File: src/rtl/tmo_pkg.sv
package tmo_pkg;

    // ****************************************
    // Output modes
    // ****************************************
    localparam logic [2:0] MODE_DIRECT = 3'h0;
    localparam logic [2:0] MODE_SET = 3'h1;
    localparam logic [2:0] MODE_TOG_RST = 3'h2;
    localparam logic [2:0] MODE_SET_RST = 3'h3;
    localparam logic [2:0] MODE_TOGGLE = 3'h4;
    localparam logic [2:0] MODE_RESET = 3'h5;
    localparam logic [2:0] MODE_TOG_SET = 3'h6;
    localparam logic [2:0] MODE_RST_SET = 3'h7;

    // ****************************************
    // Register map (word addresses)
    // ****************************************
    localparam int ADDR_W = 4;
    localparam logic [3:0] REG_CTL0 = 4'h0;
    localparam logic [3:0] REG_CTL6 = 4'h6;
    localparam logic [3:0] REG_TIMER = 4'h8;
    localparam logic [3:0] REG_VECTOR = 4'h9;
    localparam logic [3:0] REG_STATUS = 4'hA;

    // Channel control word fields
    localparam int CTL_FLAG = 0;
    localparam int CTL_IE = 1;
    localparam int CTL_LEVEL = 2;
    localparam int CTL_CAP = 3;
    localparam int CTL_MODE_LO = 4;
    localparam int CTL_MODE_HI = 6;

    // Timer control word fields
    localparam int TMR_OVF_FLAG = 0;
    localparam int TMR_OVF_IE = 1;

    // Vector codes
    localparam logic [3:0] VEC_NONE = 4'h0;
    localparam logic [3:0] VEC_OVF = 4'hE;

    typedef struct packed {
        logic [2:0] mode;
        logic cap;
        logic level;
        logic ie;
    } tmo_chan_cfg_s;

endpackage

File: src/rtl/tmo_timer_out.sv
// The implementer's own choices: the register offsets and the plain strobed port.
`timescale 1ns/1ps
// Notes on behaviour
// - Outputs clocked in every mode, direct mode included
// - Mode 0 drives output from level bit
// - Mode 1 sets on compare
// - Mode 2 toggles on compare, clears on period
// - Mode 3 sets on compare, clears on period
// - Mode 4 toggles on compare
// - Mode 5 clears on compare
// - Mode 6 toggles on compare, sets on period
// - Mode 7 clears on compare, sets on period
// - Up/down: compare events in both directions
// - Channel 0 request plus shared request
// - Flag set on capture or compare
// - Software may set or clear flags
// - Request needs channel enable and global enable
// - Channel 0 flag cleared on acknowledge
// - Vector codes highest enabled shared source
// - Codes 2 to 12 for channels 1 to 6, 14 overflow
// - Vector access clears highest pending flag
// - Lower channel numbers win
// - Compare equal when count hits latch
// - Overflow enable gates overflow request
module tmo_timer_out
    import tmo_pkg::*;
#(
    parameter int NCH = 7,
    parameter int CW = 16
) (
    input wire logic clk_in, // Timer clock
    input wire logic rst_n_in, // Sync reset, active low
    input wire logic [CW-1:0] timer_count_in, // Current count
    input wire logic count_step_in, // Count advanced this cycle
    input wire logic overflow_event_in, // Counter overflow event
    input wire logic [NCH-1:0] capture_event_in, // Capture performed
    input wire logic [NCH*CW-1:0] compare_latch_in, // Compare latches, ch0 = period
    input wire logic global_irq_enable_in, // CPU global enable
    input wire logic irq0_ack_in, // Channel 0 request serviced
    input wire logic [ADDR_W-1:0] addr_in, // Register address
    input wire logic [15:0] wdata_in, // Write data
    input wire logic wr_in, // Write strobe
    input wire logic rd_in, // Read strobe
    output logic [15:0] rdata_out, // Read data
    output logic [NCH-1:0] output_level_out, // Channel output pins
    output logic irq0_out, // Channel 0 request
    output logic irq_shared_out // Shared request
);

    // ****************************************
    // State
    // ****************************************
    tmo_chan_cfg_s cfg [NCH];
    logic [NCH-1:0] flag;
    logic [NCH-1:0] out_q;
    logic ovf_flag;
    logic ovf_ie;

    // ****************************************
    // Compare events
    // ****************************************
    logic [NCH-1:0] cmp_eq;
    logic period_equal;
    genvar g;
    generate
        for (g = 0; g < NCH; g++) begin : g_eq
            // Count reaching the latch; qualified by a step so a stopped counter fires once
            assign cmp_eq[g] = count_step_in && (timer_count_in == compare_latch_in[g*CW +: CW]);
        end
    endgenerate
    assign period_equal = cmp_eq[0];

    // ****************************************
    // Vector priority
    // ****************************************
    logic [NCH-1:0] pend;
    logic ovf_pend;
    logic [3:0] vec_code;
    logic [NCH-1:0] vec_clr;
    logic vec_clr_ovf;
    logic vec_access;

    logic [NCH-1:0] ie_all;

    // Enables gathered into one word; a function reading cfg without arguments
    // would hide it from the sensitivity of a continuous assignment
    always_comb begin
        for (int i = 0; i < NCH; i++) begin
            ie_all[i] = cfg[i].ie;
        end
    end

    assign pend = flag & ie_all;
    assign ovf_pend = ovf_flag && ovf_ie;

    // Even-step code of a shared channel
    function automatic logic [3:0] chan_code(input int idx);
        return 4'(2 * idx);
    endfunction

    // Lowest channel number above zero wins; overflow last
    always_comb begin
        vec_code = VEC_NONE;
        vec_clr = '0;
        vec_clr_ovf = 1'b0;
        for (int i = NCH - 1; i >= 1; i--) begin
            if (pend[i]) begin
                vec_code = chan_code(i);
                vec_clr = '0;
                vec_clr[i] = 1'b1;
            end
        end
        if (vec_code == VEC_NONE && ovf_pend) begin
            vec_code = VEC_OVF;
            vec_clr_ovf = 1'b1;
        end
    end

    assign vec_access = (rd_in || wr_in) && (addr_in == REG_VECTOR);

    // ****************************************
    // Register decode
    // ****************************************
    logic is_ctl;
    logic [2:0] ch_idx;
    logic [15:0] next_rdata;
    assign is_ctl = addr_in <= REG_CTL6;
    assign ch_idx = addr_in[2:0];

    logic sel_chan;
    logic sel_timer;
    logic sel_status;
    assign sel_chan = is_ctl && int'(ch_idx) < NCH;
    assign sel_timer = addr_in == REG_TIMER;
    assign sel_status = addr_in == REG_STATUS;

    function automatic logic [15:0] ctl_word(input tmo_chan_cfg_s c, input logic f, input logic o);
        logic [15:0] w;
        w = '0;
        w[CTL_FLAG] = f;
        w[CTL_IE] = c.ie;
        w[CTL_LEVEL] = o;
        w[CTL_CAP] = c.cap;
        w[CTL_MODE_HI:CTL_MODE_LO] = c.mode;
        return w;
    endfunction

    always_comb begin
        next_rdata = '0;
        if (sel_chan) begin
            next_rdata = ctl_word(cfg[ch_idx], flag[ch_idx], out_q[ch_idx]);
        end else if (sel_timer) begin
            next_rdata[TMR_OVF_FLAG] = ovf_flag;
            next_rdata[TMR_OVF_IE] = ovf_ie;
        end else if (addr_in == REG_VECTOR) begin
            next_rdata[3:0] = vec_code;
        end else if (sel_status) begin
            next_rdata[NCH-1:0] = output_level_out;
        end
    end

    // ****************************************
    // Output units
    // ****************************************
    function automatic logic out_next(input logic [2:0] m, input logic cur, input logic eq, input logic per);
        logic n;
        n = cur;
        case (m)
            // Period event wins over compare: channel 0 sees both at once
            MODE_SET: begin
                if (eq) begin
                    n = 1'b1;
                end
            end
            MODE_TOG_RST: begin
                if (per) begin
                    n = 1'b0;
                end else if (eq) begin
                    n = ~cur;
                end
            end
            MODE_SET_RST: begin
                if (per) begin
                    n = 1'b0;
                end else if (eq) begin
                    n = 1'b1;
                end
            end
            MODE_TOGGLE: begin
                if (eq) begin
                    n = ~cur;
                end
            end
            MODE_RESET: begin
                if (eq) begin
                    n = 1'b0;
                end
            end
            MODE_TOG_SET: begin
                if (per) begin
                    n = 1'b1;
                end else if (eq) begin
                    n = ~cur;
                end
            end
            MODE_RST_SET: begin
                if (per) begin
                    n = 1'b1;
                end else if (eq) begin
                    n = 1'b0;
                end
            end
            default: begin
                n = cur;
            end
        endcase
        return n;
    endfunction

    logic [NCH-1:0] wr_ch;
    logic wr_to_direct;
    logic [NCH-1:0] mode_live;
    logic [NCH-1:0] hw_event;
    logic [NCH-1:0] next_out;
    logic [NCH-1:0] next_pin;

    // Write strobe steered to the addressed channel
    always_comb begin
        for (int i = 0; i < NCH; i++) begin
            wr_ch[i] = wr_in && sel_chan && int'(ch_idx) == i;
        end
    end

    // A write that selects the direct mode passes its level bit at once
    assign wr_to_direct = wdata_in[CTL_MODE_HI:CTL_MODE_LO] == MODE_DIRECT;

    // Event modes act only while a non-direct mode stays selected
    always_comb begin
        for (int i = 0; i < NCH; i++) begin
            mode_live[i] = (cfg[i].mode != MODE_DIRECT) && !(wr_ch[i] && wr_to_direct);
        end
    end

    always_comb begin
        for (int i = 0; i < NCH; i++) begin
            next_out[i] = out_q[i];
            if (wr_ch[i]) begin
                next_out[i] = wdata_in[CTL_LEVEL];
            end
            if (mode_live[i]) begin
                next_out[i] = out_next(cfg[i].mode, out_q[i], cmp_eq[i] && !cfg[i].cap, period_equal);
            end
            // Direct mode: the pin follows the level bit as it is written,
            // landing with the bit itself so no extra cycle appears
            next_pin[i] = next_out[i];
        end
    end

    // Flag set sources: capture in capture mode, compare equal otherwise
    always_comb begin
        for (int i = 0; i < NCH; i++) begin
            hw_event[i] = cfg[i].cap ? capture_event_in[i] : cmp_eq[i];
        end
    end

    // ****************************************
    // Flags and config
    // ****************************************
    logic [NCH-1:0] next_flag;
    logic next_ovf;
    always_comb begin
        next_flag = flag;
        next_ovf = ovf_flag;
        if (vec_access) begin
            next_flag = next_flag & ~vec_clr;
            next_ovf = next_ovf && !vec_clr_ovf;
        end
        if (irq0_ack_in) begin
            next_flag[0] = 1'b0;
        end
        if (wr_in && sel_chan) begin
            next_flag[ch_idx] = wdata_in[CTL_FLAG];
        end
        if (wr_in && sel_timer) begin
            next_ovf = wdata_in[TMR_OVF_FLAG];
        end
        // Hardware events win over any clear in the same cycle
        next_flag = next_flag | hw_event;
        if (overflow_event_in) begin
            next_ovf = 1'b1;
        end
    end

    // ****************************************
    // Interrupt requests
    // ****************************************
    logic [NCH-1:0] gated_req;
    logic next_irq0;
    logic next_irq_shared;
    // Requests follow the flags as they land, so a clear drops them at the same edge
    assign gated_req = next_flag & ie_all;
    assign next_irq0 = gated_req[0] && global_irq_enable_in;
    assign next_irq_shared = global_irq_enable_in && ((|gated_req[NCH-1:1]) || (next_ovf && ovf_ie));

    // ****************************************
    // Registers
    // ****************************************
    always_ff @(posedge clk_in) begin
        if (!rst_n_in) begin
            for (int i = 0; i < NCH; i++) begin
                cfg[i] <= '0;
            end
            ovf_ie <= 1'b0;
        end else begin
            // A new event mode acts from the next cycle on; the direct mode acts in the write cycle
            for (int i = 0; i < NCH; i++) begin
                if (wr_ch[i]) begin
                    cfg[i].ie <= wdata_in[CTL_IE];
                    cfg[i].cap <= wdata_in[CTL_CAP];
                    cfg[i].mode <= wdata_in[CTL_MODE_HI:CTL_MODE_LO];
                end
            end
            if (wr_in && sel_timer) begin
                ovf_ie <= wdata_in[TMR_OVF_IE];
            end
        end
    end

    always_ff @(posedge clk_in) begin
        if (!rst_n_in) begin
            flag <= '0;
            ovf_flag <= 1'b0;
        end else begin
            flag <= next_flag;
            ovf_flag <= next_ovf;
        end
    end

    always_ff @(posedge clk_in) begin
        if (!rst_n_in) begin
            out_q <= '0;
            output_level_out <= '0;
        end else begin
            out_q <= next_out;
            output_level_out <= next_pin;
        end
    end

    // Read data stand for one cycle only; zero otherwise keeps the bus quiet
    always_ff @(posedge clk_in) begin
        if (!rst_n_in) begin
            rdata_out <= '0;
        end else begin
            rdata_out <= rd_in ? next_rdata : 16'h0000;
        end
    end

    always_ff @(posedge clk_in) begin
        if (!rst_n_in) begin
            irq0_out <= 1'b0;
            irq_shared_out <= 1'b0;
        end else begin
            irq0_out <= next_irq0;
            irq_shared_out <= next_irq_shared;
        end
    end

endmodule

File: config.mk
export PLATFORM = sky130hd
export DESIGN_NAME = tmo_timer_out
export DESIGN_NICKNAME = d
export VERILOG_FILES = /design/src/rtl/tmo_pkg.sv /design/src/rtl/tmo_timer_out.sv
export SDC_FILE = /design/constraint.sdc
export NUM_CORES = 1
export LEC_CHECK = 0
export BUFFER_PORTS_ARGS = -buffer_cell sky130_fd_sc_hd__buf_2
export CAP_MARGIN = 5
export CORE_UTILIZATION = 40
export CTS_CLUSTER_DIAMETER = 40
export DETAILED_ROUTE_END_ITERATION = 8
export PLACE_DENSITY_LB_ADDON = 0.25
export SLEW_MARGIN = 10
export SYNTH_ARGS = -nofsm -noshare
export SYNTH_HDL_FRONTEND = slang
export SYNTH_SLANG_ARGS = --single-unit
File: constraint.sdc
create_clock -name clk_in -period 4.4 [get_ports clk_in]
set_clock_uncertainty 0.2 [all_clocks]
set_input_delay 0.88 -clock clk_in [delete_from_list [all_inputs] [get_ports clk_in]]
set_output_delay 0.88 -clock clk_in [all_outputs]
set_load 0.05 [all_outputs]
---- Word-level counts from Yosys, hierarchy flattened ----
Memory sizes are Yosys's and may differ from the RTL's.
Cells that the tools add are included.
storage, ports and cells
  memories kept ........................... 1
  ROM bits ................................ 0
  register bits ........................... 34
  memory bits (writable) .................. 35
  logic and storage cells ................. 366
  input port bits ......................... 163
  output and inout port bits .............. 25
  latch bits .............................. 0
memory list
  name  words  width  rd ports  clocked after memory_dff  write ports  RTL line             RTL
  cfg   7      5      8         0                         7            tmo_timer_out.sv:53  tmo_chan_cfg_s cfg [NCH];
cells by class
  bitwise operators ....................... 33
  multiplexer cells ....................... 153
  order comparisons ....................... 4
  equality and inequality tests ........... 72
  shift-type cells ........................ 0
  multiply operators ...................... 0
  div/mod/pow operators ................... 0
  reduce and logical (&&, ||, !) cells .... 89
  add/subtract/negate cells ............... 0
operators with widths
  cell                                                                     count
  1-bit two-way mux                                                        114
  16-bit equality test                                                     7
  3-bit equality test, second input constant                               32
  7-bit two-way mux                                                        10
  8-bit by 1-bit inequality test with 1-bit output, second input constant  7
  1-bit one-hot mux with 7 select lines                                    7
  3-bit by 2-bit equality test with 1-bit output, second input constant    16
  1-bit logical AND                                                        46
  4-bit two-way mux                                                        8
  3-bit two-way mux                                                        8
  7-bit AND                                                                3
  3-bit by 1-bit equality test with 1-bit output, second input constant    7
  1-bit bitwise OR                                                         21
  3-bit nonzero test                                                       7
  2-bit AND reduction                                                      8
  1-bit zero test                                                          15
  2-bit nonzero test                                                       7
  4-bit equality test, second input constant                               3
  7-bit bitwise mux                                                        1
  1-bit inverter                                                           7
  7-bit inverter                                                           1
  7-bit bitwise OR                                                         1
  1-bit binary-select mux with 3-bit select                                2
  3-bit zero test                                                          2
  other kinds (10)                                                         11

---- Longest topological paths before layout ----
An unclocked memory read counts as a cell.
  depth after elaboration ................. 19
  gate-level depth with buffers ........... 14
  mapped depth without buffers ............ 13

---- Worst setup path before layout ----
Ideal clock, no wire load.
  path type ............................... input to register
  from .................................... input port timer_count_in[13]
  to ...................................... register out_q[0]
  path slack .............................. 1.005 ns
  stages .................................. 14
  path buffers ............................ 1
  arrival time ............................ 3.068 ns
  setup time .............................. 0.127 ns
  cell sequence ........................... buf_2 -> xor2_1 -> nor4_1 -> nand2_1 -> or4_4 -> nor2_1 -> inv_1 -> ha_1 -> inv_1 -> a21oi_1 -> nor2_1 -> o22ai_1 -> a221oi_1 -> nor3_1
on the way
  cells in the longest elaborated chain, start to end .. 7
  elaborated cells between the ends (all ways) .. 12
ends and longest elaborated chain
  item                                                      RTL line              RTL
  from (decl)                                               tmo_timer_out.sv:33   input wire logic [CW-1:0] timer_count_in,
  16-bit equality test (*)                                  tmo_timer_out.sv:68   assign cmp_eq[g] = count_step_in && (timer_count_in == compare_latch_in[g*CW +: CW]);
  1-bit logical AND (*)                                     tmo_timer_out.sv:68
  1-bit logical AND                                         tmo_timer_out.sv:251  next_out[i] = out_next(cfg[i].mode, out_q[i], cmp_eq[i] && !cfg[i].cap, period_equal);
  1-bit two-way mux, on equally long branches (2 in a row)  -
  1-bit one-hot mux with 7 select lines (*)                 tmo_timer_out.sv:168  case (m)
  1-bit two-way mux (*)                                     tmo_timer_out.sv:250  if (mode_live[i]) begin
  to (signal assigned)                                      tmo_timer_out.sv:344  out_q <= next_out;
  to (decl)                                                 tmo_timer_out.sv:55   logic [NCH-1:0] out_q;
Every way passes the cells marked *; elsewhere a longest branch is shown, timed or not.
A chain may end at the register's enable or synchronous reset.

---- Worst setup path after layout ----
  from .................................... input port timer_count_in[2]
  to ...................................... register out_q[0]
The elaborated chain is that of the path after synthesis.

==> results.json <==
{
  "synthesis.area_um2": 5190,
  "final.min_clock_period_ns": 3.52,
  "die_height_um": 116,
  "drt_iter0_markers": 427,
  "cts_tree": "built",
  "ir_drop_uv": 206,
  "synth_top_area_frac": 0.203,
  "io_buffers": 169,
  "area_growth_syn_to_layout_pct": 22.7,
  "hold_viol_final": 0,
  "cts.htree.levels": 3,
  "crit_fanout": 7,
  "finalSetupViolCount": 0,
  "clk_pin_slew_worst_paths_ns": 0.06,
  "gr-total-overflow": 0,
  "crit_type": "input port to flip-flop",
  "most-common-layout-cells": "buf_2, xnor2_1, nor2_1",
  "synthCells": 611,
  "place_inst": 917,
  "status": "completed",
  "hpwl_mm": 14.5,
  "ant_nets": 0,
  "post_cts_buffers": 0,
  "ys_seq_area_frac": 0.299,
  "yosysTopAreaCell": "edfxtp_1",
  "cts_buffer_depth": 2,
  "final_cells": 933,
  "n_antenna_cell": 0,
  "initial_core_util": 0.411,
  "cellPowerDensity_nw_per_um2": 293,
  "setup_tns_ns": 0,
  "num_vias": 5292,
  "clock-root-buffer": "clkbuf_16",
  "maxCapViolCount": 0,
  "grt_setup_unrepaired": "no",
  "relSlewSlack": 0.441,
  "grt_usage": 0.282,
  "gp_congestion": 0.954,
  "dr.pass1.iters": 7,
  "grt_pass1_vias": 5452,
  "die_area_um2": 13400,
  "ys_ff_latch": 60,
  "grt_antenna_before_repair": 0,
  "reg2reg_from": "cfg[6][1]$_SDFFCE_PN0P_",
  "crit_arrival_ns": 3.57,
  "avgSynthCellArea_um2": 8.49,
  "drive_gt1_frac": 0.264,
  "ctsResizeCount": 0,
  "ys_warn_count": 0,
  "start_kind": "input port",
  "die_x_um": 116,
  "wl_per_cell_um": 19.5,
  "nets": 935,
  "io_pins": 188,
  "final_util": 0.504,
  "grt_start_max_net_pins": 30,
  "clock_sinks": 60,
  "grt_first_pass_wirelength_mm": 28.3,
  "remaining_drc_errors": 0,
  "worst_slew_pin_slew_ns": 0.832,
  "hold_buffers": 0,
  "min_period_over_period": 0.800,
  "synth-edff-count": 35,
  "p_leak_nw": 2.60,
  "hold_start": "ovf_flag$_SDFF_PN0_",
  "vias_per_cell": 5.67,
  "insertion_delay_ns": 0.33,
  "fp-row-count": 41,
  "yosys-top-cells-area": "edfxtp_1, xnor2_1, dfxtp_1",
  "synth.distinct_cells": 67,
  "drt-total-wl_mm": 18.2,
  "final_common_cell": "buf_2",
  "core_area_um2": 12600,
  "fmax_ghz": 0.284,
  "synthArstFlopShare": 0,
  "cts_buffers": 9,
  "total_power_mw": 1.86,
  "synth_flop_cell": "edfxtp_1",
  "slew_violations": 0,
  "fillerInstances": 1250,
  "endpoint_kind": "flip-flop",
  "required_ns": 4.45,
  "crit_start": "timer_count_in[2]",
  "min_path_type": "flip-flop to flip-flop"
}
## report_power, final
group	leakage (nW)	switching, mW	internal (mW)
clock	0.144	0.270	0.452
sequential	0.541	0.0501	0.632
combinational	1.92	0.269	0.191
total	2.60	0.589	1.27
## through the flow
stage,instance area (um2),hold WS (ns),setup slack [ns]
6_report,6360,0.345,0.880
5_1_grt,6360,0.355,0.673
4_1_cts,6360,0.334,0.915
3_5_place_dp,6060,0.326,0.580
3_3_place_gp,6060,0.316,0.670
2_1_floorplan,5220,0.262,1.01
## worst max-delay path: stages
cell and delay (ns):
buf_2 0.19, xor2_2 0.20, nor4_1 0.33, nand2_1 0.19
or4_4 0.64, nor2_1 0.11, inv_1 0.07, ha_1 0.28
inv_1 0.05, a21oi_1 0.15, nor2_1 0.05, o22ai_1 0.14
a221oi_1 0.07, nor3_1 0.20
## area by class of cell
cell class | count | area, um2 | share of cell area
multi-input cells | 484 | 3310 | 0.521
flip-flops and latches | 60 | 1550 | 0.244
repair buffers | 173 | 876 | 0.138
clock buffers | 10 | 239 | 0.0376
well taps | 172 | 215 | 0.0338
inverters | 28 | 105 | 0.0165
clock inverters | 6 | 63.8 | 0.0100
## synth_stat cells, drive strengths merged (16+ instances only)
| cell | instances |
|---|---|
| xnor2 | 64 |
| nor2 | 56 |
| nand2 | 54 |
| xor2 | 48 |
| edfxtp | 35 |
| o21ai | 28 |
| clkbuf | 27 |
| inv | 27 |
| a21oi | 25 |
| dfxtp | 25 |
| buf | 20 |
| nand4 | 18 |
| ha | 16 |
| nor4 | 16 |
## kinds of logic (layout without fill, tap and decap cells)
family                     after synthesis  after routing  synth area share
AOI/OAI and AO/OA                      125            125             0.161
xor gates and xnor gates               112            112             0.191
adders and majority gates               16             16            0.0386
buffers and inverters                   75            217            0.0680
DFF                                     60             60             0.299
muxes                                   22             22            0.0509
other                                    1              9          0.000723
and+or+nand+nor                        200            200             0.191
## state kept, by name (all words and copies together), names as in the netlist
register	flops
cfg	35
flag	7
irq0_out	1
irq_shared_out	1
out_q	7
ovf_flag	1
ovf_ie	1
rdata_out	7
## metal layers
metal / vias to the layer above / wire length, um / GRT usage
met4: 0 / 537 / 0.120
met3: 44 / 1280 / 0.0424
met2: 279 / 8920 / 0.494
li1: 2473 / - / -
met5: - / 0 / 0
met1: 2496 / 7470 / 0.345
## worst paths after layout
| check | to | slack, ns | depth (start not counted) |
|---|---|---|---|
| setup / recovery | out_q[0]$_SDFFE_PN0P_ | 0.88 | 14 |
| hold reg to reg | ovf_flag$_SDFF_PN0_ | 0.34 | 2 |
| setup reg to reg | out_q[6]$_SDFFE_PN0P_ | 1.72 | 10 |
| hold / removal | ovf_flag$_SDFF_PN0_ | 0.34 | 2 |
Power figures use the tool's default switching activity.
